[src/i2cm_pkg.sv]
// constants, types and register map of the buffered i2c master
package i2cm_pkg;
  // ----------------------------------------
  // register byte offsets
  // ----------------------------------------
  localparam logic [7:0] OFF_CFG = 8'h00;
  localparam logic [7:0] OFF_ADR = 8'h04;
  localparam logic [7:0] OFF_WTOT = 8'h08;
  localparam logic [7:0] OFF_RTOT = 8'h0c;
  localparam logic [7:0] OFF_CHUNK = 8'h10;
  localparam logic [7:0] OFF_CTRL = 8'h14;
  localparam logic [7:0] OFF_STAT = 8'h18;
  localparam logic [7:0] OFF_OUTW = 8'h1c;
  localparam logic [7:0] OFF_INW = 8'h20;
  localparam logic [7:0] OFF_RATE = 8'h24;
  localparam logic [7:0] OFF_MOVED = 8'h28;
  // ----------------------------------------
  // control bits and reset values
  // ----------------------------------------
  localparam int CTL_BEGIN = 0;
  localparam int CTL_COMMIT = 1;
  localparam int CTL_CONSUMED = 2;
  localparam int CTL_CLEAR = 3;
  localparam int CTL_CANCEL = 4;
  localparam logic [31:0] CFG_RST = 32'h0000_0d80;
  localparam logic [7:0] CHUNK_RST = 8'h10;
  localparam logic [4:0] BUF_BYTES = 5'h10;
  localparam logic [7:0] LEAD_BYTE = 8'h01;
  localparam logic [4:0] TEN_BIT_HDR = 5'h1e;
  // ----------------------------------------
  // timing: bus rates in khz, lockup times in us
  // ----------------------------------------
  localparam int RATE_KHZ [8] = '{10, 100, 400, 1000, 18, 170, 670, 1700};
  localparam int unsigned LOCKUP_US [16] = '{500, 1000, 2000, 5000, 10000, 20000,
    30000, 40000, 50000, 60000, 70000, 80000, 90000, 100000, 100000, 100000};
  localparam int KHZ_PER_CODE_NUM = 125;
  localparam int KHZ_PER_CODE_DEN = 8;
  localparam int MIN_CLK_PER_BIT = 8;
  localparam logic [15:0] BAND_LO [5] = '{16'h20d0, 16'h1062, 16'h0831, 16'h041a, 16'h020d};
  localparam logic [15:0] BAND_HI [5] = '{16'h2580, 16'h12c0, 16'h0960, 16'h04b0, 16'h0258};
  // ----------------------------------------
  // types
  // ----------------------------------------
  typedef enum logic [2:0] {
    S_IDLE = 3'b000, S_START = 3'b001, S_BITS = 3'b011,
    S_WAITD = 3'b010, S_STOP = 3'b110, S_PARK = 3'b111
  } state_t;
  typedef enum logic [2:0] {K_LEAD, K_ADRHI, K_ADRLO, K_ADRRD, K_DATA} kind_t;
  typedef struct packed {
    logic read;
    logic write;
    logic [7:0] address;
    logic [31:0] writedata;
    logic [3:0] byteenable;
  } avs_req_t;
endpackage

[src/i2c_master_buffered.sv]
// buffered i2c bus master with avalon-mm register slave
// Functional notes
// - scl rate derived from the clock, select picks 10k/100k/400k/1M
// - status flag shows the stated clock rate too low for chosen speed
// - clock code inside listed bands selects faster rates 18k/170k/670k/1.7M
// - target address sent in 7 or 10 bit form, r/w bit inserted
// - stop after transfer or nack unless keep bits ask for repeated start
// - optional lead byte sent before address of every transaction
// - clock held low beyond timeout sets lockup flag and event
// - lost contention aborts or retries up to the configured count
// - 16-byte outgoing and incoming buffers, separate byte totals
// - commit marks data ready; space flag; scl held until committed
// - data flag when block received; scl held until consumed
// - transfers split into blocks of programmable size, at most 16
// - surplus bytes of last word in a block are ignored
// - byte order within a word follows the order setting
// - begin starts a transfer; first block may be committed before or after
// - cancel stops any ongoing transaction
// - active flag during a transaction, byte count reported
// - event per completed block and per transaction, errors included
// - separate flags for nack, lockup and lost contention
// - error flags sticky until next transaction begins
// - 7-bit mode uses low seven address bits only
// - while cancel stays set no bus activity starts
//
// Chosen here: the address map and the Avalon-MM slave port.
`timescale 1ns/1ps
`default_nettype none
module i2c_master_buffered #(
  parameter int unsigned CLK_KHZ = 250000
) (
  // clock and reset
  input wire logic clock_i,
  input wire logic reset_i,
  // register bus
  input wire i2cm_pkg::avs_req_t avs_req_i,
  output logic [31:0] avs_readdata_o,
  output logic avs_waitrequest_o,
  // bus pins, enables low while pulling the line low
  input wire logic scl_i,
  output logic scl_o,
  output logic scl_oe_n_o,
  input wire logic sda_i,
  output logic sda_o,
  output logic sda_oe_n_o,
  // event pulses
  output logic block_event_o,
  output logic done_event_o,
  output logic lockup_event_o
);
  import i2cm_pkg::*;

  // ----------------------------------------
  // derived counts
  // ----------------------------------------
  function automatic logic [19:0] qc(input int r);
    int unsigned v;
    v = (CLK_KHZ + 4 * r - 1) / (4 * r);
    return 20'((v < 1) ? 1 : v);
  endfunction
  localparam logic [19:0] QTAB [8] = '{qc(RATE_KHZ[0]), qc(RATE_KHZ[1]), qc(RATE_KHZ[2]),
    qc(RATE_KHZ[3]), qc(RATE_KHZ[4]), qc(RATE_KHZ[5]), qc(RATE_KHZ[6]), qc(RATE_KHZ[7])};
  localparam logic [15:0] US_CYC = 16'((CLK_KHZ + 999) / 1000);
  localparam logic [15:0] CODE_RST = 16'(CLK_KHZ * KHZ_PER_CODE_DEN / KHZ_PER_CODE_NUM);

  function automatic logic [1:0] lane(input logic [1:0] ord, input logic [1:0] k);
    case (ord)
      2'b01: return k ^ 2'b01;
      2'b10: return 2'b11 - k;
      default: return k;
    endcase
  endfunction
  function automatic logic [4:0] csize(input logic [7:0] s);
    if (s == 8'h00) return 5'h01;
    if (s > 8'(BUF_BYTES)) return BUF_BYTES;
    return s[4:0];
  endfunction
  function automatic logic [20:0] tot(input logic [20:0] t);
    return (t == 21'h0) ? 21'h1 : t;
  endfunction

  typedef struct packed {
    logic [1:0] scl_s;
    logic [1:0] sda_s;
    logic [31:0] cfg;
    logic [9:0] tgt;
    logic [9:0] maxr;
    logic [20:0] wtot;
    logic [20:0] rtot;
    logic [7:0] wch;
    logic [7:0] rch;
    logic [15:0] code;
    logic cancel;
    logic active;
    logic nack_f;
    logic lock_f;
    logic arb_f;
    logic [20:0] moved;
    logic [3:0][31:0] txm;
    logic [3:0][31:0] rxm;
    logic [1:0] twp;
    logic [1:0] rrp;
    logic tfull;
    logic rfull;
    state_t st;
    kind_t kind;
    logic [1:0] ph;
    logic [19:0] tick;
    logic [3:0] bitn;
    logic [8:0] sh;
    logic [4:0] blk;
    logic [9:0] tries;
    logic [15:0] us;
    logic [16:0] wd;
    logic scl_oe_n;
    logic sda_oe_n;
    logic bwait;
    logic [31:0] rdata;
    logic blk_ev;
    logic done_ev;
    logic lock_ev;
  } regs_t;
  regs_t q, d;

  // config field aliases
  logic [2:0] spd;
  logic a10, keepx, keepn, lead, mon, wdt_en, dir, retry;
  logic [3:0] wsel;
  logic [1:0] ord;
  assign spd = q.cfg[2:0];
  assign a10 = q.cfg[3];
  assign keepx = q.cfg[4];
  assign keepn = q.cfg[5];
  assign lead = q.cfg[6];
  assign mon = q.cfg[7];
  assign wdt_en = q.cfg[8];
  assign wsel = q.cfg[12:9];
  assign dir = q.cfg[13];
  assign ord = q.cfg[15:14];
  assign retry = q.cfg[16];

  // ----------------------------------------
  // speed selection and clock checks
  // ----------------------------------------
  logic band, slow;
  logic [2:0] ridx;
  always_comb begin
    band = 1'b0;
    for (int i = 0; i < 5; i++) begin
      if (q.code >= BAND_LO[i] && q.code <= BAND_HI[i]) band = 1'b1;
    end
    ridx = {band, (spd[2] ? 2'b00 : spd[1:0])};
    slow = (24'(q.code) * 24'(KHZ_PER_CODE_NUM)) <
      (24'(RATE_KHZ[ridx]) * 24'(KHZ_PER_CODE_DEN * MIN_CLK_PER_BIT));
  end

  logic wr, rd, run, strch, step, lastb, cend, sda_hi, scl_hi, nk;
  logic [7:0] addr, txb;
  logic [31:0] wdat;
  logic [20:0] total;
  logic [4:0] chunk;
  assign addr = avs_req_i.address;
  assign wr = avs_req_i.write && !q.bwait;
  assign rd = avs_req_i.read && !q.bwait;
  assign scl_hi = q.scl_s[1];
  assign sda_hi = q.sda_s[1];
  assign total = dir ? tot(q.rtot) : tot(q.wtot);
  assign chunk = dir ? csize(q.rch) : csize(q.wch);
  assign lastb = (q.moved + 21'h1) >= total;
  assign cend = (q.blk + 5'h1) >= chunk;
  assign txb = q.txm[q.blk[3:2]][{lane(ord, q.blk[1:0]), 3'b000} +: 8];
  assign nk = q.sh[0];
  always_comb begin
    wdat = q.cfg;
    for (int b = 0; b < 4; b++) begin
      if (avs_req_i.byteenable[b]) wdat[8*b +: 8] = avs_req_i.writedata[8*b +: 8];
    end
  end

  // ----------------------------------------
  // next state
  // ----------------------------------------
  always_comb begin
    d = q;
    d.scl_s = {q.scl_s[0], scl_i};
    d.sda_s = {q.sda_s[0], sda_i};
    d.blk_ev = 1'b0;
    d.done_ev = 1'b0;
    d.lock_ev = 1'b0;
    // one wait state: data latched on the first edge, taken on the second
    if ((avs_req_i.read || avs_req_i.write) && q.bwait) begin
      d.bwait = 1'b0;
      case (addr)
        OFF_CFG: d.rdata = q.cfg;
        OFF_ADR: d.rdata = {6'h0, q.maxr, 6'h0, q.tgt};
        OFF_WTOT: d.rdata = {11'h0, q.wtot};
        OFF_RTOT: d.rdata = {11'h0, q.rtot};
        OFF_CHUNK: d.rdata = {16'h0, q.rch, q.wch};
        OFF_CTRL: d.rdata = {27'h0, q.cancel, 4'h0};
        OFF_STAT: d.rdata = {25'h0, slow, q.arb_f, q.lock_f, q.nack_f,
          q.rfull, !q.tfull, q.active};
        OFF_INW: d.rdata = q.rxm[q.rrp];
        OFF_RATE: d.rdata = {16'h0, q.code};
        OFF_MOVED: d.rdata = {11'h0, q.moved};
        default: d.rdata = 32'h0;
      endcase
    end else begin
      d.bwait = 1'b1;
    end
    if (rd && addr == OFF_INW) d.rrp = q.rrp + 2'h1;
    if (wr) begin
      case (addr)
        OFF_CFG: d.cfg = wdat;
        OFF_ADR: begin
          d.tgt = wdat[9:0];
          d.maxr = wdat[25:16];
        end
        OFF_WTOT: d.wtot = wdat[20:0];
        OFF_RTOT: d.rtot = wdat[20:0];
        OFF_CHUNK: begin
          d.wch = wdat[7:0];
          d.rch = wdat[15:8];
        end
        OFF_RATE: d.code = wdat[15:0];
        OFF_OUTW: begin
          d.txm[q.twp] = wdat;
          d.twp = q.twp + 2'h1;
        end
        OFF_CTRL: if (avs_req_i.byteenable[0]) begin
          d.cancel = wdat[CTL_CANCEL];
          if (wdat[CTL_COMMIT]) d.tfull = 1'b1;
          if (wdat[CTL_CONSUMED]) begin
            d.rfull = 1'b0;
            d.rrp = 2'h0;
          end
          if (wdat[CTL_CLEAR]) begin
            d.tfull = 1'b0;
            d.rfull = 1'b0;
            d.twp = 2'h0;
            d.rrp = 2'h0;
          end
          if (wdat[CTL_BEGIN] && !wdat[CTL_CANCEL] && !q.cancel &&
              (q.st == S_IDLE || q.st == S_PARK)) begin
            d.active = 1'b1;
            d.nack_f = 1'b0;
            d.lock_f = 1'b0;
            d.arb_f = 1'b0;
            d.moved = 21'h0;
            d.blk = 5'h0;
            d.tries = 10'h0;
            d.kind = lead ? K_LEAD : K_ADRHI;
            d.st = S_START;
            d.ph = 2'h0;
            d.tick = 20'h0;
          end
        end
        default: ;
      endcase
    end
    // bus engine, quarter-bit steps
    run = (q.st == S_START || q.st == S_BITS || q.st == S_STOP);
    strch = run && q.ph == 2'h2 && mon && !scl_hi;
    step = 1'b0;
    if (run && !strch) begin
      if (q.tick != 20'h0) begin
        d.tick = q.tick - 20'h1;
      end else begin
        d.tick = QTAB[ridx] - 20'h1;
        step = 1'b1;
      end
    end
    d.us = 16'h0;
    d.wd = 17'h0;
    if (strch && wdt_en) begin
      d.us = (q.us == US_CYC - 16'h1) ? 16'h0 : q.us + 16'h1;
      d.wd = (q.us == US_CYC - 16'h1) ? q.wd + 17'h1 : q.wd;
    end
    if (strch && wdt_en && 32'(q.wd) >= LOCKUP_US[wsel]) begin
      d.lock_f = 1'b1;
      d.lock_ev = 1'b1;
      d.done_ev = 1'b1;
      d.active = 1'b0;
      d.st = S_IDLE;
      d.scl_oe_n = 1'b1;
      d.sda_oe_n = 1'b1;
    end else if (step) begin
      d.ph = q.ph + 2'h1;
      case (q.st)
        S_START: case (q.ph)
          2'h0: d.sda_oe_n = 1'b1;
          2'h1: d.scl_oe_n = 1'b1;
          2'h2: d.sda_oe_n = 1'b0;
          default: begin
            d.scl_oe_n = 1'b0;
            d.st = S_BITS;
            d.bitn = 4'h0;
            case (q.kind)
              K_LEAD: d.sh = {LEAD_BYTE, 1'b1};
              K_ADRRD: d.sh = {TEN_BIT_HDR, q.tgt[9:8], 1'b1, 1'b1};
              default: d.sh = a10 ? {TEN_BIT_HDR, q.tgt[9:8], 1'b0, 1'b1}
                : {q.tgt[6:0], dir, 1'b1};
            endcase
          end
        endcase
        S_STOP: case (q.ph)
          2'h0: d.sda_oe_n = 1'b0;
          2'h1: d.scl_oe_n = 1'b1;
          2'h2: d.sda_oe_n = 1'b1;
          default: begin
            d.st = S_IDLE;
            d.active = 1'b0;
          end
        endcase
        S_BITS: case (q.ph)
          2'h0: d.sda_oe_n = q.sh[8];
          2'h1: d.scl_oe_n = 1'b1;
          2'h2: begin
            d.sh = {q.sh[7:0], sda_hi};
            if (q.sh[8] && !sda_hi && q.bitn < 4'h8 && !(q.kind == K_DATA && dir)) begin
              d.scl_oe_n = 1'b1;
              d.sda_oe_n = 1'b1;
              d.ph = 2'h0;
              if (retry && q.tries < q.maxr) begin
                d.tries = q.tries + 10'h1;
                d.kind = lead ? K_LEAD : K_ADRHI;
                d.st = S_START;
              end else begin
                d.arb_f = 1'b1;
                d.done_ev = 1'b1;
                d.active = 1'b0;
                d.st = S_IDLE;
              end
            end
          end
          default: begin
            d.scl_oe_n = 1'b0;
            d.bitn = q.bitn + 4'h1;
            if (q.bitn == 4'h8) begin
              d.st = S_WAITD;
              if (q.kind == K_LEAD) begin
                d.st = S_START;
                d.kind = K_ADRHI;
              end else if (nk && !(q.kind == K_DATA && dir)) begin
                d.nack_f = 1'b1;
                d.done_ev = 1'b1;
                d.st = keepn ? S_PARK : S_STOP;
                d.active = !keepn;
              end else if (q.kind == K_ADRHI && a10) begin
                d.st = S_BITS;
                d.bitn = 4'h0;
                d.kind = K_ADRLO;
                d.sh = {q.tgt[7:0], 1'b1};
              end else if (q.kind == K_ADRLO && dir) begin
                d.st = S_START;
                d.kind = K_ADRRD;
              end else if (q.kind != K_DATA) begin
                d.kind = K_DATA;
              end else begin
                if (dir) d.rxm[q.blk[3:2]][{lane(ord, q.blk[1:0]), 3'b000} +: 8] = q.sh[8:1];
                d.moved = q.moved + 21'h1;
                d.blk = q.blk + 5'h1;
                if (cend || lastb) begin
                  d.blk = 5'h0;
                  d.blk_ev = 1'b1;
                  if (dir) d.rfull = 1'b1;
                  else d.tfull = 1'b0;
                end
                if (lastb) begin
                  d.done_ev = 1'b1;
                  d.st = keepx ? S_PARK : S_STOP;
                  d.active = !keepx;
                end
              end
            end
          end
        endcase
        default: ;
      endcase
    end
    // scl stays low here until the buffer side is ready
    if (q.st == S_WAITD) begin
      if (dir ? !q.rfull : q.tfull) begin
        d.st = S_BITS;
        d.ph = 2'h0;
        d.bitn = 4'h0;
        d.sh = dir ? {8'hff, lastb} : {txb, 1'b1};
      end
    end
    if (q.cancel && q.st != S_IDLE) begin
      d.st = S_IDLE;
      d.active = 1'b0;
      d.scl_oe_n = 1'b1;
      d.sda_oe_n = 1'b1;
    end
  end

  always_ff @(posedge clock_i or posedge reset_i) begin
    if (reset_i) begin
      q <= '0;
      q.scl_s <= 2'b11;
      q.sda_s <= 2'b11;
      q.cfg <= CFG_RST;
      q.wch <= CHUNK_RST;
      q.rch <= CHUNK_RST;
      q.code <= CODE_RST;
      q.st <= S_IDLE;
      q.kind <= K_ADRHI;
      q.scl_oe_n <= 1'b1;
      q.sda_oe_n <= 1'b1;
      q.bwait <= 1'b1;
    end else begin
      q <= d;
    end
  end

  assign avs_readdata_o = q.rdata;
  assign avs_waitrequest_o = q.bwait;
  assign scl_o = q.cfg[31] & 1'b0;
  assign sda_o = q.cfg[31] & 1'b0;
  assign scl_oe_n_o = q.scl_oe_n;
  assign sda_oe_n_o = q.sda_oe_n;
  assign block_event_o = q.blk_ev;
  assign done_event_o = q.done_ev;
  assign lockup_event_o = q.lock_ev;

  logic go;
  assign go = wr && addr == OFF_CTRL && avs_req_i.byteenable[0] && avs_req_i.writedata[CTL_BEGIN]
    && !avs_req_i.writedata[CTL_CANCEL] && !q.cancel && (q.st == S_IDLE || q.st == S_PARK);
endmodule // i2c_master_buffered
`default_nettype wire

[config.mk]
export PLATFORM = sky130hd
export DESIGN_NAME = i2c_master_buffered
export DESIGN_NICKNAME = d
export VERILOG_FILES = /design/src/i2cm_pkg.sv /design/src/i2c_master_buffered.sv
export SDC_FILE = /design/constraint.sdc
export NUM_CORES = 2
export LEC_CHECK = 0
export BUFFER_PORTS_ARGS = -buffer_cell sky130_fd_sc_hd__buf_4
export CORE_ASPECT_RATIO = 0.9
export CORE_MARGIN = 5
export CORE_UTILIZATION = 70
export CTS_BUF_LIST = sky130_fd_sc_hd__clkbuf_8
export DETAILED_ROUTE_END_ITERATION = 10
export PLACE_DENSITY = 0.95
export SETUP_SLACK_MARGIN = 0.1
export SLEW_MARGIN = 20
export SYNTH_ARGS = -nofsm -noshare
export SYNTH_HDL_FRONTEND = slang
export SYNTH_SLANG_ARGS = --single-unit
[constraint.sdc]
create_clock -name clock_i -period 49.3 [get_ports clock_i]
set_clock_uncertainty 0.15 [all_clocks]
set_input_delay 2.465 -clock clock_i [delete_from_list [all_inputs] [get_ports clock_i]]
set_output_delay 2.465 -clock clock_i [all_outputs]
set_load 0.01 [all_outputs]
==> key figures <==
Synthesis
  – Post-synthesis xor/xnor area fraction: under 10%
  – Post-synth ARST share: 100%
  – Ranking of synthesized cells by area: dfrtp_1, o21ai_0, nand2_1, ha_1, mux4_2
  – Synth unique cells: 89
  – Simple-gate share of the synthesized area: between 10% and 20%
  – Main combinational cell family by area after synthesis: compound AO/OA/AOI/OAI gates
  – Sequential share of the synthesized area: between 40 and 50%
  – Post-synth EDFFs: 0
  – Synth top area share: 41.7%
  – Cells after Synth: around 3300
  – Synth Register Bits: 545
  – Leading area contributor after synthesis: dfrtp_1
  – Prevailing post-synth register cell: dfrtp_1
  – Synthesized cell area: 0.0315 sq mm
  – Post-synthesis adder-cell area fraction: a little over a tenth
  – Post-synthesis compound-gate area fraction: between 10% and 20%
  – Mux cell area share after synthesis: between 6 and 7%
  – Synth top cells by count: nand2_1, dfrtp_1, o21ai_0
  – Most frequent cell after synthesis: nand2_1
  – Yosys warns: 0
  – Syn Area/Cell: roughly 9.5 sq um

Clock network
  – Root buf cell: clkbuf_8
  – Clk Latency, worst-skew pair: around 0.72 ns
  – CTS Buf Count: 85
  – Clock Tree Buf Depth: 3
  – Post-CTS Resized: 0
  – # hold bufs at CTS: 0
  – H-tree depth: 3
  – Clock sink count: approximately 550
  – Clock tree from TritonCTS: built
  – # Post-CTS Setup Buffers: 0
  – Clk slew on worst S/H paths: 0.06 ns

Critical path
  – Worst Path Max Fanout: 8
  – WP data required: 49.76 ns
  – Worst setup SP type: register
  – Critical Path AT: between 7 and 8 ns
  – Worst setup path class: register to register
  – CP Capture Type: register

Floorplan
  – Initial core utilization: a little under three quarters
  – Die Span X: around 230 um
  – Rows: 73
  – Die Height: 211 um
  – CORE AREA: approximately 0.044 sq mm
  – I/O Pins: 90
  – Die footprint: around 0.05 sq mm

Placement
  – DP Wirelength: a little under 70000 um
  – Port Buffers: between 80 and 90
  – Placed cell count: 3835
  – Post-DP Area: 0.0323 sq mm
  – GPL Wtd Cong: approximately 1
  – Dpl ws: between 40 and 50 ns

Route
  – Drt first pass iters: 10
  – DR vias: roughly 28000
  – Initial DRC Count: between 5000 and 6000
  – Routed WL: 101000 um
  – Drt via density: just over 7
  – Post-route DRC: 0
  – DR WL/cell: 25.3 um
  – DRT antenna net count: 0

Global routing
  – Largest net degree at the start of global routing: between 150 and 200
  – Tot GR Track Use: 40.7%
  – Vias in the first global route: about 28000
  – Grt total ovfl: 0
  – Initial antenna violation count: 8
  – First-pass GRT wire length: approximately 160000 um

Timing
  – Fmax: 149 MHz
  – Final-report setup violation count: 0
  – Period utilization: 13.7%
  – RSZ-0062 raised after global routing: false
  – Slew @ Worst Pin: between 1 and 1.5 ns
  – Hold WS: around 0.21 ns
  – Headroom to the max-slew limit: between 10% and 20%
  – Final setup margin: roughly 43 ns
  – Final max-slew violation count: 0
  – Final hold vios: 0
  – Fin Setup TNS: 0 ns
  – Fin crit period: between 6 and 7 ns

Power
  – P_leak: between 15 and 20 nW
  – PnR Total Power: 0.910 mW
  – Power density cells: roughly 27 mW/mm^2
  – Max VDD drop: between 0.00002 and 0.000025 V

Job
  – Max Cap Violations: 0

Finish
  – Area occupied by multi-input gates: roughly 0.016 sq mm
  – Reg area: approximately 0.014 sq mm
  – Layout Utilization: around three quarters
  – Share of layout cells above drive strength 1: a little under an eighth
  – Layout area overhead: 8.11%
  – Filler instances: around 2700
  – Layout Cells excl Fill: 3994
  – Finished Cell Area: between 0.03 and 0.04 sq mm
  – Fin nets: ~3600

Worst hold path
  – Min-delay worst type: register to register

Outcome
  – Run status: complete, no violations
## cells in the final DEF, fill, tap and decap left out, types with 64 or more instances in the layout
cell type	netlist	layout
buf_4	34	126
mux4_2	64	64
nand2_1	632	625
nor2_1	171	167
clkbuf_8	0	98
inv_1	133	166
ha_1	183	183
o21ai_0	501	501
dfrtp_1	525	523
nand3_1	85	85
mux2i_1	75	75
a21oi_1	94	94
## cells by family (layout without fill, tap and decap cells)
group,Yosys count,in the layout
AO/OA/AOI/OAI,868,868
XOR/XNOR,74,74
adder cells (fa/ha/maj),236,236
buffers and inverters,355,421
flip-flops,545,545
multiplexers,139,139
other,1,8
AND/OR/NAND/NOR,1103,1103
## layout make-up
| cell class | count | share of cell area (%) |
|---|---|---|
| sequential | 545 | 40.1 |
| clock inverter | 54 | 0.900 |
| tap | 600 | 2.20 |
| timing repair buffer | 131 | 2.97 |
| multi-input combinational | 2422 | 48.3 |
| inverter | 138 | 1.54 |
| antenna | 6 | 0.0441 |
| clock buffer | 98 | 3.96 |
## path summary, 6_finish.rpt
path / start / to / slack (ns) / depth (start not counted)
hold / removal: d[542]$_DFF_PP1_ / q[542]$_DFF_PP1_ / 0.21 / 0
hold reg to reg: d[542]$_DFF_PP1_ / q[542]$_DFF_PP1_ / 0.21 / 0
min in group asynchronous: reset_i / q[41]$_DFFE_PP0P_ / 1.87 / 2
setup reg to reg: q[419]$_DFFE_PP0P_ / avs_readdata_o[6]$_DFFE_PP0P_ / 42.57 / 23
setup / recovery: q[419]$_DFFE_PP0P_ / avs_readdata_o[6]$_DFFE_PP0P_ / 42.57 / 23
max in group asynchronous: reset_i / q[83]$_DFF_PP0_ / 45.06 / 4
## sequential cells by signal, indices dropped and copies added, names as in the netlist, 2 cells and up
register        count
q                 496
avs_readdata_o     32
d                   2
ord                 2
## layer usage
metal / global-route usage [%] / vias up / share of wire [%]
met3: 14.8 / 671 / 14
met1: 53.7 / 13500 / 35
li1: - / 11700 / -
met5: 0.488 / - / 0.052
met2: 58.6 / 2338 / 43
met4: 22.9 / 8 / 7.5
## power breakdown
part           total, mW  internal, mW  switching (mW)
sequential         0.456         0.451         0.00518
clock              0.382         0.189           0.193
combinational     0.0713        0.0238          0.0474
## critical path, stage by stage (launching register included)
cell      delay [ns]
dfrtp_1         0.61
inv_1           0.29
fa_1            0.57
fa_1            0.44
fa_1            0.49
fa_1            0.51
inv_1           0.04
ha_1            0.34
a21o_1          0.19
a2111o_1        0.40
a31oi_1         0.28
nor2_1          0.11
a21oi_1         0.23
nor2b_1         0.07
nor2_1          0.12
xnor2_1         0.08
ha_1            0.19
a21oi_1         0.17
o22ai_1         0.09
a211oi_1        0.22
nand3_1         0.11
a211o_1         0.31
or4_1           0.49
o21ai_1         0.16
Note: power is estimated with default switching activity, not from simulation.
